## config.mk

```make
export PLATFORM = sky130hd
export DESIGN_NAME = lwpp_top
export DESIGN_NICKNAME = d
export VERILOG_FILES = /design/src/rtl/lwpp_pkg.sv /design/src/rtl/lwpp_top.sv
export VERILOG_INCLUDE_DIRS = /design/src /design/src/rtl
export SDC_FILE = /design/constraint.sdc
export NUM_CORES = 1
export LEC_CHECK = 0
export ABC_AREA = 1
export BUFFER_PORTS_ARGS = -buffer_cell sky130_fd_sc_hd__buf_4
export CAP_MARGIN = 20
export CORE_MARGIN = 3
export CORE_UTILIZATION = 47
export DETAILED_ROUTE_END_ITERATION = 8
export PLACE_DENSITY = 0.66
export SKIP_CTS_REPAIR_TIMING = 1
export SLEW_MARGIN = 20
export SYNTH_ARGS = -nofsm -noshare
export SYNTH_HDL_FRONTEND = slang
export SYNTH_SLANG_ARGS = --single-unit
```

## constraint.sdc

```tcl
create_clock -name sys_clk_i -period 6.8 [get_ports sys_clk_i]
set_clock_uncertainty 0.1 [all_clocks]
set_input_delay 0.34 -clock sys_clk_i [delete_from_list [all_inputs] [get_ports sys_clk_i]]
set_output_delay 0.34 -clock sys_clk_i [all_outputs]
set_load 0.01 [all_outputs]
```

## src/rtl/lwpp_regs.svh

```systemverilog
`ifndef LWPP_REGS_SVH
`define LWPP_REGS_SVH

// register indices; byte address on the bus is four times the index
`define LWPP_IDX_PAGE 12'h008
`define LWPP_IDX_SOFT_ON 12'h582
`define LWPP_IDX_THR_LO 12'h583
`define LWPP_IDX_THR_HI 12'h584
`define LWPP_IDX_CTRL 12'h585
`define LWPP_IDX_RES_LO 12'h586
`define LWPP_IDX_RES_HI 12'h587
`define LWPP_IDX_IRQ_STAT 12'h5f0
`define LWPP_IDX_IRQ_EN 12'h5f1
`define LWPP_IDX_IRQ_CLR 12'h5f2
`define LWPP_IDX_INTERP 12'h5f3

// field positions
`define LWPP_FORCE_BIT 7
`define LWPP_LEVEL_BIT 6
`define LWPP_ENABLE_BIT 7
`define LWPP_CODE_MSB 3
`define LWPP_HI_MSB 4
`define LWPP_MAIN_MSB 3
`define LWPP_CHAN_LSB 4
`define LWPP_CHAN_MSB 7

// reset values
`define LWPP_SOFT_ON_RST 8'h40
`define LWPP_CTRL_RST 8'h00
`define LWPP_THR_RST 13'h0000
`define LWPP_INTERP_RST 8'h11
`define LWPP_PAGE_RST 8'h01

// timing counts and kept sample bits
`define LWPP_PM_MULT_BOTH 4
`define LWPP_PM_MULT_CHAN1 8
`define LWPP_PM_FIXED 32
`define LWPP_WIN_BASE_EXP 9
`define LWPP_CODE_MAX 10
`define LWPP_MSB_KEEP 6

`endif

```

## src/rtl/lwpp_pkg.sv

```systemverilog
`default_nettype none
package lwpp_pkg;

  // one converter's complex sample
  typedef struct packed {
    logic [15:0] i;
    logic [15:0] q;
  } lwpp_sample_t;

  // apb request as seen by the slave
  typedef struct packed {
    logic sel;
    logic enable;
    logic write;
    logic [13:0] addr;
    logic [31:0] wdata;
  } lwpp_apb_req_t;

endpackage : lwpp_pkg
`default_nettype wire

```

## src/rtl/lwpp_top.sv

```systemverilog
// Added by the designer: the APB interface to the registers.
`include "lwpp_regs.svh"
`default_nettype none
module lwpp_top #(
  parameter int NUM_CONV = 2,
  parameter int WIN_BASE_EXP = `LWPP_WIN_BASE_EXP
) (
  input wire logic sys_clk_i,
  input wire logic sys_rst_i,
  input wire logic psel_i,
  input wire logic penable_i,
  input wire logic pwrite_i,
  input wire logic [13:0] paddr_i,
  input wire logic [31:0] pwdata_i,
  output logic [31:0] prdata_o,
  output logic pready_o,
  output logic pslverr_o,
  input wire lwpp_pkg::lwpp_sample_t [NUM_CONV-1:0] sample_i,
  input wire logic [NUM_CONV-1:0] gain_zero_i,
  output logic [NUM_CONV-1:0] soft_on_start_o,
  output logic [NUM_CONV-1:0] power_error_o,
  output logic irq_o
);

  localparam int BW = (NUM_CONV > 1) ? $clog2(NUM_CONV) : 1;
  localparam int SW = 2 * NUM_CONV;

  lwpp_pkg::lwpp_apb_req_t req;
  assign req = '{sel: psel_i, enable: penable_i, write: pwrite_i, addr: paddr_i, wdata: pwdata_i};

  // ---------------- apb slave ----------------
  logic pready_ff;
  logic pslverr_ff;
  logic [31:0] prdata_ff;

  wire apb_access = req.sel & req.enable;
  wire apb_first = apb_access & ~pready_ff;
  wire apb_done = apb_access & pready_ff;
  wire wr_en = apb_done & req.write;
  wire [11:0] idx = req.addr[13:2];

  wire hit_page = idx == `LWPP_IDX_PAGE;
  wire hit_soft_on = idx == `LWPP_IDX_SOFT_ON;
  wire hit_thr_lo = idx == `LWPP_IDX_THR_LO;
  wire hit_thr_hi = idx == `LWPP_IDX_THR_HI;
  wire hit_ctrl = idx == `LWPP_IDX_CTRL;
  wire hit_res_lo = idx == `LWPP_IDX_RES_LO;
  wire hit_res_hi = idx == `LWPP_IDX_RES_HI;
  wire hit_stat = idx == `LWPP_IDX_IRQ_STAT;
  wire hit_en = idx == `LWPP_IDX_IRQ_EN;
  wire hit_clr = idx == `LWPP_IDX_IRQ_CLR;
  wire hit_interp = idx == `LWPP_IDX_INTERP;
  wire addr_ok = hit_page | hit_soft_on | hit_thr_lo | hit_thr_hi | hit_ctrl | hit_res_lo | hit_res_hi |
                 hit_stat | hit_en | hit_clr | hit_interp;

  // one wait state: pready rises the cycle after the first access cycle, on the same edge that loads the read data
  always_ff @(posedge sys_clk_i) begin
    if (sys_rst_i) begin
      pready_ff <= 1'b0;
      pslverr_ff <= 1'b0;
    end else begin
      pready_ff <= apb_first;
      pslverr_ff <= apb_first & ~addr_ok;
    end
  end

  // ---------------- global registers ----------------
  logic [7:0] page_ff;
  logic [7:0] interp_ff;
  logic [SW-1:0] irq_en_ff;

  always_ff @(posedge sys_clk_i) begin
    if (sys_rst_i) begin
      page_ff <= `LWPP_PAGE_RST;
      interp_ff <= `LWPP_INTERP_RST;
      irq_en_ff <= '0;
    end else if (wr_en) begin
      if (hit_page) page_ff <= req.wdata[7:0];
      if (hit_interp) interp_ff <= req.wdata[7:0];
      if (hit_en) irq_en_ff <= req.wdata[SW-1:0];
    end
  end

  // reads come from the lowest selected bank when several pages are selected for a broadcast write
  function automatic logic [BW-1:0] first_bank(input logic [7:0] mask);
    first_bank = '0;
    for (int k = NUM_CONV - 1; k >= 0; k--) begin
      if (mask[k]) first_bank = BW'(k);
    end
  endfunction

  wire [BW-1:0] rd_bank = first_bank(page_ff);

  // ---------------- power-monitor clock enable ----------------
  wire [3:0] main_ratio = interp_ff[`LWPP_MAIN_MSB:0];
  wire [3:0] chan_ratio = interp_ff[`LWPP_CHAN_MSB:`LWPP_CHAN_LSB];
  wire main_gt1 = main_ratio > 4'h1;
  wire [7:0] pm_both = 8'(main_ratio * `LWPP_PM_MULT_BOTH);
  wire [7:0] pm_chan1 = 8'(main_ratio * `LWPP_PM_MULT_CHAN1);
  wire [7:0] pm_period = (main_gt1 && chan_ratio > 4'h1) ? pm_both :
                         (main_gt1 && chan_ratio == 4'h1) ? pm_chan1 :
                         8'(`LWPP_PM_FIXED);

  logic [7:0] pm_cnt_ff;
  logic pm_tick_ff;
  wire pm_wrap = pm_cnt_ff >= pm_period - 8'h01;

  always_ff @(posedge sys_clk_i) begin
    if (sys_rst_i) begin
      pm_cnt_ff <= '0;
      pm_tick_ff <= 1'b0;
    end else begin
      pm_cnt_ff <= pm_wrap ? 8'h00 : pm_cnt_ff + 8'h01;
      pm_tick_ff <= pm_wrap;
    end
  end

  // ---------------- per-converter banks ----------------
  logic [7:0] soft_on_ff [NUM_CONV];
  logic [12:0] thr_ff [NUM_CONV];
  logic mon_en_ff [NUM_CONV];
  logic [3:0] code_ff [NUM_CONV];
  logic [12:0] result_ff [NUM_CONV];
  logic [NUM_CONV-1:0] err_ff;
  logic [NUM_CONV-1:0] start_ff;
  logic [NUM_CONV-1:0] err_evt;

  genvar g;
  generate
    for (g = 0; g < NUM_CONV; g++) begin : g_bank
      logic [31:0] acc_ff;
      logic [31:0] win_ff;

      wire bank_wr = wr_en & page_ff[g];
      wire signed [5:0] i_top = sample_i[g].i[15 -: `LWPP_MSB_KEEP];
      wire signed [5:0] q_top = sample_i[g].q[15 -: `LWPP_MSB_KEEP];
      wire [11:0] i_sq = 12'(i_top * i_top);
      wire [11:0] q_sq = 12'(q_top * q_top);
      wire [12:0] inst_pwr = {1'b0, i_sq} + {1'b0, q_sq};
      // out-of-range codes are clamped so the accumulator cannot overflow
      wire [3:0] code_eff = (code_ff[g] > 4'(`LWPP_CODE_MAX)) ? 4'(`LWPP_CODE_MAX) : code_ff[g];
      wire [4:0] shift = 5'(WIN_BASE_EXP) + {1'b0, code_eff};
      wire [31:0] win_last_cnt = (32'h1 << shift) - 32'h1;
      wire win_last = win_ff >= win_last_cnt;
      wire [31:0] acc_sum = acc_ff + {19'h0, inst_pwr};
      wire [12:0] avg = 13'(acc_sum >> shift);
      wire over = avg > thr_ff[g];
      wire win_end = pm_tick_ff & mon_en_ff[g] & win_last;
      wire force_go = bank_wr & hit_soft_on & req.wdata[`LWPP_FORCE_BIT] & gain_zero_i[g];
      wire level_go = win_end & ~over & soft_on_ff[g][`LWPP_LEVEL_BIT] & gain_zero_i[g];

      assign err_evt[g] = win_end & over;

      always_ff @(posedge sys_clk_i) begin
        if (sys_rst_i) begin
          soft_on_ff[g] <= `LWPP_SOFT_ON_RST;
          thr_ff[g] <= `LWPP_THR_RST;
          mon_en_ff[g] <= 1'b0;
          code_ff[g] <= '0;
        end else if (bank_wr) begin
          if (hit_soft_on) soft_on_ff[g] <= req.wdata[7:0];
          if (hit_thr_lo) thr_ff[g][7:0] <= req.wdata[7:0];
          if (hit_thr_hi) thr_ff[g][12:8] <= req.wdata[`LWPP_HI_MSB:0];
          if (hit_ctrl) begin
            mon_en_ff[g] <= req.wdata[`LWPP_ENABLE_BIT];
            code_ff[g] <= req.wdata[`LWPP_CODE_MSB:0];
          end
        end
      end

      always_ff @(posedge sys_clk_i) begin
        if (sys_rst_i) begin
          acc_ff <= '0;
          win_ff <= '0;
          result_ff[g] <= '0;
          err_ff[g] <= 1'b0;
        end else if (!mon_en_ff[g]) begin
          // disabled: window restarts from scratch, last result stays readable
          acc_ff <= '0;
          win_ff <= '0;
          err_ff[g] <= 1'b0;
        end else if (pm_tick_ff) begin
          if (win_last) begin
            acc_ff <= '0;
            win_ff <= '0;
            result_ff[g] <= avg;
            err_ff[g] <= over;
          end else begin
            acc_ff <= acc_sum;
            win_ff <= win_ff + 32'h1;
          end
        end
      end

      always_ff @(posedge sys_clk_i) begin
        if (sys_rst_i) start_ff[g] <= 1'b0;
        else start_ff[g] <= force_go | level_go;
      end
    end
  endgenerate

  // ---------------- interrupts ----------------
  logic [SW-1:0] irq_stat_ff;
  logic irq_ff;
  wire [SW-1:0] irq_evt = {start_ff, err_evt};
  wire [SW-1:0] irq_clr = (wr_en & hit_clr) ? req.wdata[SW-1:0] : '0;
  // a new event in the clearing cycle survives the clear
  wire [SW-1:0] nxt_irq_stat = (irq_stat_ff & ~irq_clr) | irq_evt;

  always_ff @(posedge sys_clk_i) begin
    if (sys_rst_i) begin
      irq_stat_ff <= '0;
      irq_ff <= 1'b0;
    end else begin
      irq_stat_ff <= nxt_irq_stat;
      irq_ff <= |(nxt_irq_stat & irq_en_ff);
    end
  end

  // ---------------- read data ----------------
  wire [7:0] rd_soft_on = soft_on_ff[rd_bank];
  wire [7:0] rd_thr_lo = thr_ff[rd_bank][7:0];
  wire [7:0] rd_thr_hi = {3'h0, thr_ff[rd_bank][12:8]};
  wire [7:0] rd_ctrl = {mon_en_ff[rd_bank], 3'h0, code_ff[rd_bank]};
  wire [7:0] rd_res_lo = result_ff[rd_bank][7:0];
  wire [7:0] rd_res_hi = {3'h0, result_ff[rd_bank][12:8]};
  wire [31:0] rd_data = hit_page ? {24'h0, page_ff} :
                        hit_soft_on ? {24'h0, rd_soft_on} :
                        hit_thr_lo ? {24'h0, rd_thr_lo} :
                        hit_thr_hi ? {24'h0, rd_thr_hi} :
                        hit_ctrl ? {24'h0, rd_ctrl} :
                        hit_res_lo ? {24'h0, rd_res_lo} :
                        hit_res_hi ? {24'h0, rd_res_hi} :
                        hit_stat ? 32'(irq_stat_ff) :
                        hit_en ? 32'(irq_en_ff) :
                        hit_interp ? {24'h0, interp_ff} : 32'h0;

  always_ff @(posedge sys_clk_i) begin
    if (sys_rst_i) prdata_ff <= '0;
    else if (apb_first && !req.write) prdata_ff <= rd_data;
  end

  assign prdata_o = prdata_ff;
  assign pready_o = pready_ff;
  assign pslverr_o = pslverr_ff;
  assign soft_on_start_o = start_ff;
  assign power_error_o = err_ff;
  assign irq_o = irq_ff;

endmodule : lwpp_top
`default_nettype wire

```

==> metrics.md, run 1 <==
| Metric | Value |
|---|---|
| RSZ-0062 raised after global routing | `true` |
| Share of flip-flops with an asynchronous set or reset | `0%` |
| Initial DRC Count | `1889` |
| Vias in the first global route | `22200` |
| Hold_sp | `penable_i` |
| Clock latency on the worst-skew pair | `0.61 ns` |
| Via density per instance | `5.21` |
| Crit path max fanout | `7` |
| Drt wl/cell | `15.0 microns` |
| Max-slew headroom | `20.5%` |
| Hold Path Sink | `pready_o` |
| Yosys reg bits | `254` |
| GRT Total Usage | `24.3%` |
| Synthesized area per cell | `6.79 sq um` |
| Largest cells by area after synthesis | `dfxtp_1 15%, nand2_1 12%, ha_1 10%` |
| Worst-path clk slew | `0.06 ns` |
| Initial antenna violation count | `0` |
| Failing checks | `negative setup slack` |
| Worst path slowest cell | `fa_1` |
| Die area | `0.0542 sq mm` |
| Crit end category | `flip-flop` |
| PnR worst setup slack | `-0.144 ns` |
| Yosys cell types | `53` |
| GP Congestion | `0.914` |
| Max incr delay on CP | `0.57 ns` |
| Final Cycle Share | `102%` |
| Layout Utilization | `60.9%` |
| Worst Hold Depth | `5` |
| Via Count | `24000` |
| Worst r2r src | `code_ff[1][3]` |
| Core ar. | `0.0505 sq mm` |
| CP required | `7.22 ns` |
| Number of cell rows | `82` |
| Layout cells sized above 1 | `23.2%` |
| Hold WC Path Type | `in2reg` |
| Fmax | `0.144 GHz` |
| Max cap viols | `0` |
| Worst reg2reg path endpoint | `g_bank[1].acc_ff[5]` |
| Peak supply drop | `874 uV` |
| Synth Cell Area | `0.0242 sq mm` |
| Dpl ws | `-0.900 ns` |
| First-pass GRT wire length | `109000 microns` |
| # diodes | `0` |
| Pins Over Slew Limit | `0` |
| Die span in x | `233 microns` |
| ANT nets after route | `0` |
| Storage cell area | `0.00587 sq mm` |
| Outcome | `finished with violations` |
| Mapped Cells | `3564` |
| I/O Buffers | `65` |
| TritonCTS buffer count | `31` |
| Critical Path Start Type | `input pin` |
| Synth-to-Final Area Change | `27.0%` |
| DRC viols | `0` |
| Cell taking the most area after synthesis | `dfxtp_1` |
| Worst Tran Pin Value | `1.19 ns` |
| Dominant synthesized flop cell | `dfxtp_1` |
| Multi-input logic area | `0.0179 sq mm` |
| Final net count | `4322` |
| Largest net degree at the start of global routing | `64` |
| CTS tree | `done` |
| Detailed Route WL | `69100 microns` |
| DR pass1 iterations | `6` |
| Reg2Reg Depth | `19` |
| Number of top-level pins | `156` |
| Sequential fraction of the synthesis area | `24.2%` |
| Clock buffer depth | `3` |
| Hold Vio Cnt, Final | `0` |
| Setup violators final | `5` |
| CP Class | `in2reg` |
| Pwr Density | `396 mW/mm^2` |
| Synth top area share | `14.6%` |
| Synth Warn # | `0` |
| CP dominant cell by count | `inv_2` |
| Gr ovfl total | `0` |
| Cell family with most CP delay | `adder cells` |
| Initial core utilization | `47.9%` |
| Fillers | `4633` |
| Die H | `233 microns` |
| Crit path DAT | `7.36 ns` |
| Dpl hpwl | `51300 microns` |
| EDFF count, synth | `78` |
| Crit path buf inv count | `9` |
| Leak pwr | `14.6 nW` |
| Clk root buf | `clkbuf_16` |
| # clock sinks | `254` |
| Htree depth | `1` |
| Worst R2R Setup Slack | `1.16 ns` |
| Fin crit period | `6.94 ns` |
[kinds of logic (layout without fill, tap and decap cells)]
| kind of cell | after synthesis | count (layout) | share of synthesized area, % |
|---|---|---|---|
| AOI/OAI and AO/OA | 379 | 379 | 8.78 |
| xor gates and xnor gates | 104 | 104 | 3.76 |
| buffers and inverters | 719 | 1021 | 11.7 |
| and+or+nand+nor | 1792 | 1793 | 32.2 |
| muxes | 13 | 13 | 0.605 |
| other | 2 | 63 | 0.0310 |
| DFF | 254 | 254 | 24.2 |
| adders and majority gates | 301 | 301 | 18.6 |
[power by group]
part	switching, mW	leakage [nW]	internal [mW]
Clock	0.718	0.532	1.01
Combinational	4.96	11.9	3.90
Sequential	0.0133	2.22	1.58
Total	5.69	14.6	6.49
[layout by cell type (no fill, tap or decap), types with 13 or more instances in the layout]
cell type	Yosys	final
o211ai_1	13	13
o21ai_0	108	98
nand3_4	2	20
buf_4	25	320
xor2_1	64	61
inv_1	596	547
nor3_1	79	74
a22oi_1	26	25
nor2_1	384	353
ha_1	202	166
nand2_1	803	674
fa_1	99	94
dfxtp_1	176	176
a21oi_2	0	20
clkbuf_16	0	34
mux2_2	13	13
ha_4	0	32
dlygate4sd3_1	0	13
xnor2_1	40	39
edfxtp_1	78	78
nand2_4	0	29
conb_1	2	63
a211oi_1	14	14
nand3_2	5	124
nand2_2	11	108
inv_2	13	55
nor2_4	5	19
nand3_1	371	235
a21oi_1	173	148
nor2_2	26	43
nand4_1	57	57
o21ai_1	8	16
[cell type report]
class | instances | area share [%]
Inverter | 614 | 7.57
Tap cell | 672 | 2.74
Clock buffer | 45 | 3.07
Sequential cell | 254 | 19.1
Clock inverter | 12 | 0.354
Multi-Input combinational cell | 2653 | 58.2
Timing Repair Buffer | 350 | 8.99
[worst max path at each step]
stage                 startpoint                  to  slack [ns]  cells after the start
detailed placement  sample_i[31]  soft_on_start_o[0]       -0.90                     41
global route        sample_i[10]  soft_on_start_o[0]       -0.50                     44
global placement    sample_i[31]  soft_on_start_o[0]       -0.84                     41
CTS                 sample_i[31]  soft_on_start_o[0]       -0.30                     41
floorplan           sample_i[15]               irq_o       -0.07                     43
finish              sample_i[10]  soft_on_start_o[0]       -0.14                     43
[metrics by stage]
stage | total power [mW] | cell area, sq um | cells | hold WS (ns) | TNS, ns
floorplan | 6.03 | 24700 | 3625 | 0.318 | -0.107
global placement | 8.91 | 27300 | 4494 | 0.332 | -4.95
detailed placement | 8.94 | 27300 | 4495 | 0.338 | -5.33
CTS | 10.7 | 28400 | 4552 | -0.142 | -1.11
global route | 13.2 | 30700 | 4600 | 0.0467 | -2.70
finish | 12.2 | 30700 | 4600 | 0.0284 | -0.395
[metal layers]
metal / track usage (%) / wire length [microns] / vias to the layer above
met5: 0 / 0 / -
met1: 33.0 / 30700 / 11100
li1: - / - / 12100
met3: 2.80 / 3530 / 123
met4: 5.83 / 1770 / 0
met2: 41.2 / 33100 / 644
[synthesized netlist by cell type, types with 7 or more instances]
cell type    n
nand2_1    803
inv_1      596
nor2_1     384
nand3_1    371
ha_1       202
dfxtp_1    176
a21oi_1    173
o21ai_0    108
fa_1        99
nor3_1      79
edfxtp_1    78
xor2_1      64
nand4_1     57
clkbuf_1    53
xnor2_1     40
a22oi_1     26
nor2_2      26
buf_4       25
buf_2       22
a211oi_1    14
inv_2       13
mux2_2      13
o211ai_1    13
nand2_2     11
and2_1      10
nand3b_1     9
nor3b_1      8
o21ai_1      8
nor4_1       7
[sequential cells by signal, indices dropped and copies added, names as in the netlist]
signal and flops:
interp_ff 8, pm_tick_ff 1, thr_ff 26, code_ff 8
irq_en_ff 4, pm_cnt_ff 8, irq_stat_ff 4, prdata_o 8
page_ff 8, irq_o 1, result_ff 26, soft_on_ff 16
mon_en_ff 2, power_error_o 2, soft_on_start_o 2, pready_o 1
pslverr_o 1, g_bank.acc_ff 64, g_bank.win_ff 64
[tightest hold or removal path, stage by stage]
cell     delay [ns]
buf_4          0.11
nand2_1        0.07
nor2_1         0.04
inv_1          0.07
nor2_1         0.06
Note: power is estimated with default switching activity, not from simulation.
==> run 2, diff against run 1 <==
==> constraint.sdc (replaced) <==
create_clock -name sys_clk_i -period 6.05 [get_ports sys_clk_i]
set_clock_uncertainty 0.1 [all_clocks]
set_input_delay 0.3025 -clock sys_clk_i [delete_from_list [all_inputs] [get_ports sys_clk_i]]
set_output_delay 0.3025 -clock sys_clk_i [all_outputs]
set_load 0.01 [all_outputs]
==> metrics.md, run 2 (synthesized netlist as in run 1, its figures left out) <==
| Metric | Value |
|---|---|
| Synth-to-Final Area Change | `27.1% (about the same)` |
| Die H | `233 microns (unchanged)` |
| Number of top-level pins | `156 (unchanged)` |
| Largest regs | `g_bank.acc_ff: 64 flops, g_bank.win_ff: 64 flops` |
| CP dominant cell by count | `inv_2` |
| Initial antenna violation count | `0 (unchanged)` |
| Total placed cells including tap cells | `4516 (+0.47%)` |
| CP Class | `in2reg` |
| Final net count | `4337 (+0.35%)` |
| TritonCTS buffer count | `30 (-3.2%)` |
| Largest net degree at the start of global routing | `73 (+14%)` |
| Max cap viols | `0 (unchanged)` |
| Gr ovfl total | `0 (unchanged)` |
| Max incr delay on CP | `0.54 ns (-0.03 ns)` |
| # clock sinks | `254 (unchanged)` |
| GRT Total Usage | `24.1% (-0.20 points)` |
| Clk root buf | `clkbuf_16` |
| Clock buffer depth | `3 (unchanged)` |
| Number of cell rows | `82 (unchanged)` |
| Vias in the first global route | `22200 (-0.41%)` |
| Commonest non-fill, non-tap cell in the layout | `nand2_1` |
| Setup violators final | `7 (+2)` |
| Failing checks | `negative setup slack` |
| Dpl hpwl | `51300 microns (about the same)` |
| Critical Path Start Type | `input pin` |
| First-pass GRT wire length | `109000 microns (-0.38%)` |
| Hold_ws | `0.0228 ns (-0.00562 ns)` |
| DRC viols | `0 (unchanged)` |
| Crit path max fanout | `5 (-2)` |
| Worst-path clk slew | `0.06 ns (about the same)` |
| Outcome | `finished with violations` |
| Layout Cells excl Fill | `4614 (+0.30%)` |
| Worst path slowest cell | `fa_1` |
| Drt wl/cell | `14.8 microns (-1.5%)` |
| # diodes | `0 (unchanged)` |
| Fin crit period | `6.94 ns` |
| Htree depth | `1 (unchanged)` |
| Core ar. | `0.0505 sq mm (unchanged)` |
| Final TNS setup | `-5.04 ns (-4.65 ns)` |
| Pins Over Slew Limit | `0 (unchanged)` |
| ANT nets after route | `0 (unchanged)` |
| Crit path buf inv count | `12 (+3)` |
| Layout Utilization | `60.9% (about the same)` |
| Via density per instance | `5.20 (-0.26%)` |
| Max-slew headroom | `25.5% (+5.0 points)` |
| DR pass1 iterations | `6 (unchanged)` |
| Cell family with most CP delay | `adder cells` |
| Layout cells sized above 1 | `23.5% (+0.27 points)` |
| Pwr Density | `459 mW/mm^2 (+16%)` |
| CP required | `6.47 ns (-0.75 ns)` |
| Peak supply drop | `1130 uV (+29%)` |
| PnR worst setup slack | `-0.894 ns (-0.751 ns)` |
| Clock latency on the worst-skew pair | `0.59 ns (-0.02 ns)` |
| CTS tree | `done` |
| GP Congestion | `0.910 (-0.49%)` |
| Commonest cells after routing, fill and taps aside | `667 x nand2_1, 559 x inv_1, 347 x nor2_1, 329 x buf_4, 239 x nand3_1` |
| Hold WC Path Type | `in2reg` |
| RSZ-0062 raised after global routing | `true` |
| Fmax | `0.144 GHz` |
| Initial core utilization | `47.9% (unchanged)` |
| Die area | `0.0542 sq mm (unchanged)` |
| Crit end category | `flip-flop` |
| Crit path DAT | `7.36 ns (about the same)` |
| Final Cycle Share | `115%` |
| Hold Vio Cnt, Final | `0 (unchanged)` |
| Worst Tran Pin Value | `1.11 ns (-0.0744 ns)` |
| Detailed Route WL | `68300 microns (-1.2%)` |
| Via Count | `24000 (+0.042%)` |
| Dpl ws | `-1.54 ns (-0.638 ns)` |
| Leak pwr | `14.6 nW (about the same)` |
| Initial DRC Count | `1772 (-6.2%)` |
| Fillers | `4682 (+1.1%)` |
| I/O Buffers | `65 (unchanged)` |
| Die span in x | `233 microns (unchanged)` |
[run 2: cell count changes in the layout (fill, tap and decap cells not counted), moves of 6 or more]
cell,previous run,this run
buf_4,320,329
ha_4,32,24
nand2_2,108,119
nand2_1,674,667
inv_1,547,559
buf_6,11,19
ha_1,166,173
inv_2,55,45
nor2_1,353,347
[run 2: final cells by class]
class                           instances  area, sq um  share of cell area (%)
Inverter                              614         2320                    7.53
Sequential cell                       254         5870                    19.1
Multi-Input combinational cell       2654        17900                    58.1
Clock inverter                         13          115                   0.374
Timing Repair Buffer                  365         2890                    9.41
Clock buffer                           42          847                    2.75
Tap cell                              672          841                    2.73
[run 2: per-stage QoR]
step                      power (mW)  instance area [sq um]
after global routing            15.3                  30800
after floorplan                 6.90                  24800
after CTS                       12.3                  28500
after global placement          10.4                  27500
after detailed placement        10.4                  27500
final                           14.1                  30800
[run 2: worst paths after layout]
check                                   start             endpoint  slack, ns  cells after the start
worst min-delay path              paddr_i[10]          prdata_o[6]       0.02                      4
worst max-delay path             sample_i[46]                irq_o      -0.89                     49
worst min register to register   pm_cnt_ff[0]         pm_cnt_ff[0]       0.35                      1
worst max register to register  code_ff[0][3]  g_bank[0].acc_ff[8]       0.77                     20
[run 2: layer usage]
layer / wire length (microns) / vias to the layer above / GRT usage [%]
met4: 1710 / 0 / 5.18
met1: 30300 / 11100 / 32.8
met3: 3840 / 124 / 2.73
li1: - / 12100 / -
met5: 0 / - / 0
met2: 32400 / 654 / 41.1
[run 2: worst reg2reg max path, delay by kind of cell (launching register included)]
kind                     cells  cell delay (ns)
AO/OA/AOI/OAI                5             1.02
adder cells (fa/ha/maj)      1             0.27
AND/OR/NAND/NOR              8             1.77
flip-flops                   1             0.80
XOR/XNOR                     1             0.15
buffers and inverters        5             1.07
[run 2: report_power, final]
group,leakage [nW],total (mW),switching (mW),internal [mW]
clock,0.471,1.81,0.787,1.02
sequential,2.22,1.79,0.0137,1.77
combinational,11.9,10.5,5.77,4.74
total,14.6,14.1,6.58,7.54
==> run 3, diff against run 2 <==
==> constraint.sdc (replaced) <==
create_clock -name sys_clk_i -period 6.05 [get_ports sys_clk_i]
set_clock_uncertainty 0.1 [all_clocks]
set_input_delay 1.21 -clock sys_clk_i [delete_from_list [all_inputs] [get_ports sys_clk_i]]
set_output_delay 1.21 -clock sys_clk_i [all_outputs]
set_load 0.01 [all_outputs]
==> metrics.md, run 3 (synthesized netlist as in run 1, its figures left out) <==
| Metric | Value |
|---|---|
| Outcome | `finished with violations` |
| Failing checks | `negative setup slack` |
| Dpl ws | `-2.35 ns (-0.817 ns)` |
| Peak supply drop | `1330 uV (+18%)` |
| Initial core utilization | `47.9% (unchanged)` |
| # clock sinks | `254 (unchanged)` |
| Met1 Use GR | `32.8% (about the same)` |
| Fin crit period | `7.68 ns (+0.733 ns)` |
| Hold WC Path Type | `reg2reg` |
| GP Congestion | `0.928 (+2.0%)` |
| Synth-to-Final Area Change | `32.5%` |
| DR pass1 iterations | `6 (unchanged)` |
| Final TNS setup | `-30.25 ns (-25.21 ns)` |
| Layout cells sized above 1 | `28.8% (+5.3 points)` |
| Layout Cells excl Fill | `4597 (-0.37%)` |
| Critical Path Start Type | `input pin` |
| Clock latency on the worst-skew pair | `0.59 ns (about the same)` |
| Core ar. | `0.0505 sq mm (unchanged)` |
| Largest regs | `g_bank.acc_ff: 64 flops, g_bank.win_ff: 64 flops` |
| CP Class | `in2reg` |
| Initial DRC Count | `1888 (+6.5%)` |
| Die span in x | `233 microns (unchanged)` |
| Multi-input logic area | `0.0191 sq mm (+6.8%)` |
| Die area | `0.0542 sq mm (unchanged)` |
| ANT nets after route | `0 (unchanged)` |
| Clk root buf | `clkbuf_16` |
| Grt met3 use | `2.94% (+0.21 points)` |
| Gr ovfl total | `0 (unchanged)` |
| First-pass GRT wire length | `109000 microns (+0.46%)` |
| Worst-path clk slew | `0.06 ns (about the same)` |
| Setup violators final | `65 (+58)` |
| Max cap viols | `0 (unchanged)` |
| Leak pwr | `14.9 nW (+2.0%)` |
| Fmax | `0.130 GHz (-9.5%)` |
| I/O Buffers | `65 (unchanged)` |
| Die H | `233 microns (unchanged)` |
| Final Cycle Share | `127% (+12 points)` |
| Max incr delay on CP | `0.54 ns (about the same)` |
| Detailed Route WL | `70600 microns (+3.3%)` |
| TritonCTS buffer count | `31 (+3.3%)` |
| Hold Vio Cnt, Final | `0 (unchanged)` |
| Fillers | `4432 (-5.3%)` |
| Largest net degree at the start of global routing | `73 (unchanged)` |
| Total placed cells including tap cells | `4506 (-0.22%)` |
| GRT Total Usage | `24.3% (+0.21 points)` |
| Crit path max fanout | `4 (-1)` |
| Via Count | `24300 (+1.4%)` |
| PnR worst setup slack | `-1.63 ns (-0.733 ns)` |
| Vias in the first global route | `22300 (+0.70%)` |
| Most Used Layer, Global Route | `met2` |
| Commonest cells after routing, fill and taps aside | `617 x nand2_1, 530 x inv_1, 331 x nor2_1, 289 x buf_4, 192 x nand3_1` |
| Met2 GRT Util | `42.1% (+0.97 points)` |
| Crit path DAT | `8.10 ns (+0.74 ns)` |
| Worst Tran Pin Value | `1.15 ns (+0.0344 ns)` |
| Dpl hpwl | `51800 microns (+0.86%)` |
| Max-slew headroom | `23.2% (-2.3 points)` |
| Crit end category | `flip-flop` |
| CP required | `6.47 ns (about the same)` |
| Storage cell area | `0.00587 sq mm (unchanged)` |
| CTS tree | `done` |
| Commonest non-fill, non-tap cell in the layout | `nand2_1` |
| Clock buffer depth | `3 (unchanged)` |
| Number of top-level pins | `156 (unchanged)` |
| Pwr Density | `497 mW/mm^2 (+8.4%)` |
| Pins Over Slew Limit | `0 (unchanged)` |
| Via density per instance | `5.29 (+1.8%)` |
| RSZ-0062 raised after global routing | `true` |
| Drt wl/cell | `15.4 microns (+3.7%)` |
| Initial antenna violation count | `0 (unchanged)` |
| Htree depth | `1 (unchanged)` |
| Final net count | `4319 (-0.42%)` |
| # diodes | `0 (unchanged)` |
| Worst path slowest cell | `fa_1` |
| Number of cell rows | `82 (unchanged)` |
| DRC viols | `0 (unchanged)` |
run 3: cell type report:
| class | count | share of cell area, % |
|---|---|---|
| clock buffer | 42 | 2.71 |
| tap | 672 | 2.62 |
| inverter | 614 | 7.23 |
| multi-input combinational | 2653 | 59.6 |
| sequential | 254 | 18.3 |
| clock inverter | 15 | 0.597 |
| timing repair buffer | 347 | 8.97 |
run 3: final timing paths:
path	startpoint	to	slack (ns)	cells after the start
max	sample_i[42]	irq_o	-1.63	44
min reg2reg	pm_cnt_ff[0]	pm_cnt_ff[0]	0.35	1
min	pm_cnt_ff[0]	pm_cnt_ff[0]	0.35	1
max reg2reg	code_ff[0][3]	g_bank[0].win_ff[9]	0.88	20
run 3: per-stage QoR:
stage	utilization (%)	instance area [sq um]	total power [mW]	hold WS (ns)
2_1_floorplan	-	25200	7.75	0.318
3_3_place_gp	55.1	27800	11.3	0.332
6_report	63.5	32100	15.9	0.348
3_5_place_dp	55.1	27800	11.4	0.339
5_1_grt	63.5	32100	17.1	0.371
4_1_cts	57.2	28900	13.4	0.350
run 3: report_power, final:
part / leakage, nW / total [mW] / internal, mW / switching (mW)
Sequential: 2.22 / 1.79 / 1.77 / 0.0137
Combinational: 12.2 / 12.2 / 5.55 / 6.62
Clock: 0.519 / 1.98 / 1.17 / 0.800
run 3: critical path, delay by kind of cell:
kind                     cells  cell delay [ns]
XOR/XNOR                     1             0.15
adder cells (fa/ha/maj)      8             3.16
AND/OR/NAND/NOR             19             2.00
buffers and inverters        8             0.44
AO/OA/AOI/OAI                8             1.10
run 3: routing by layer:
metal  vias to the layer above  wire (microns)
met3                       139            4100
met1                     11300           30600
li1                      12100               -
met4                         0            1720
met5                         -               0
met2                       731           34200
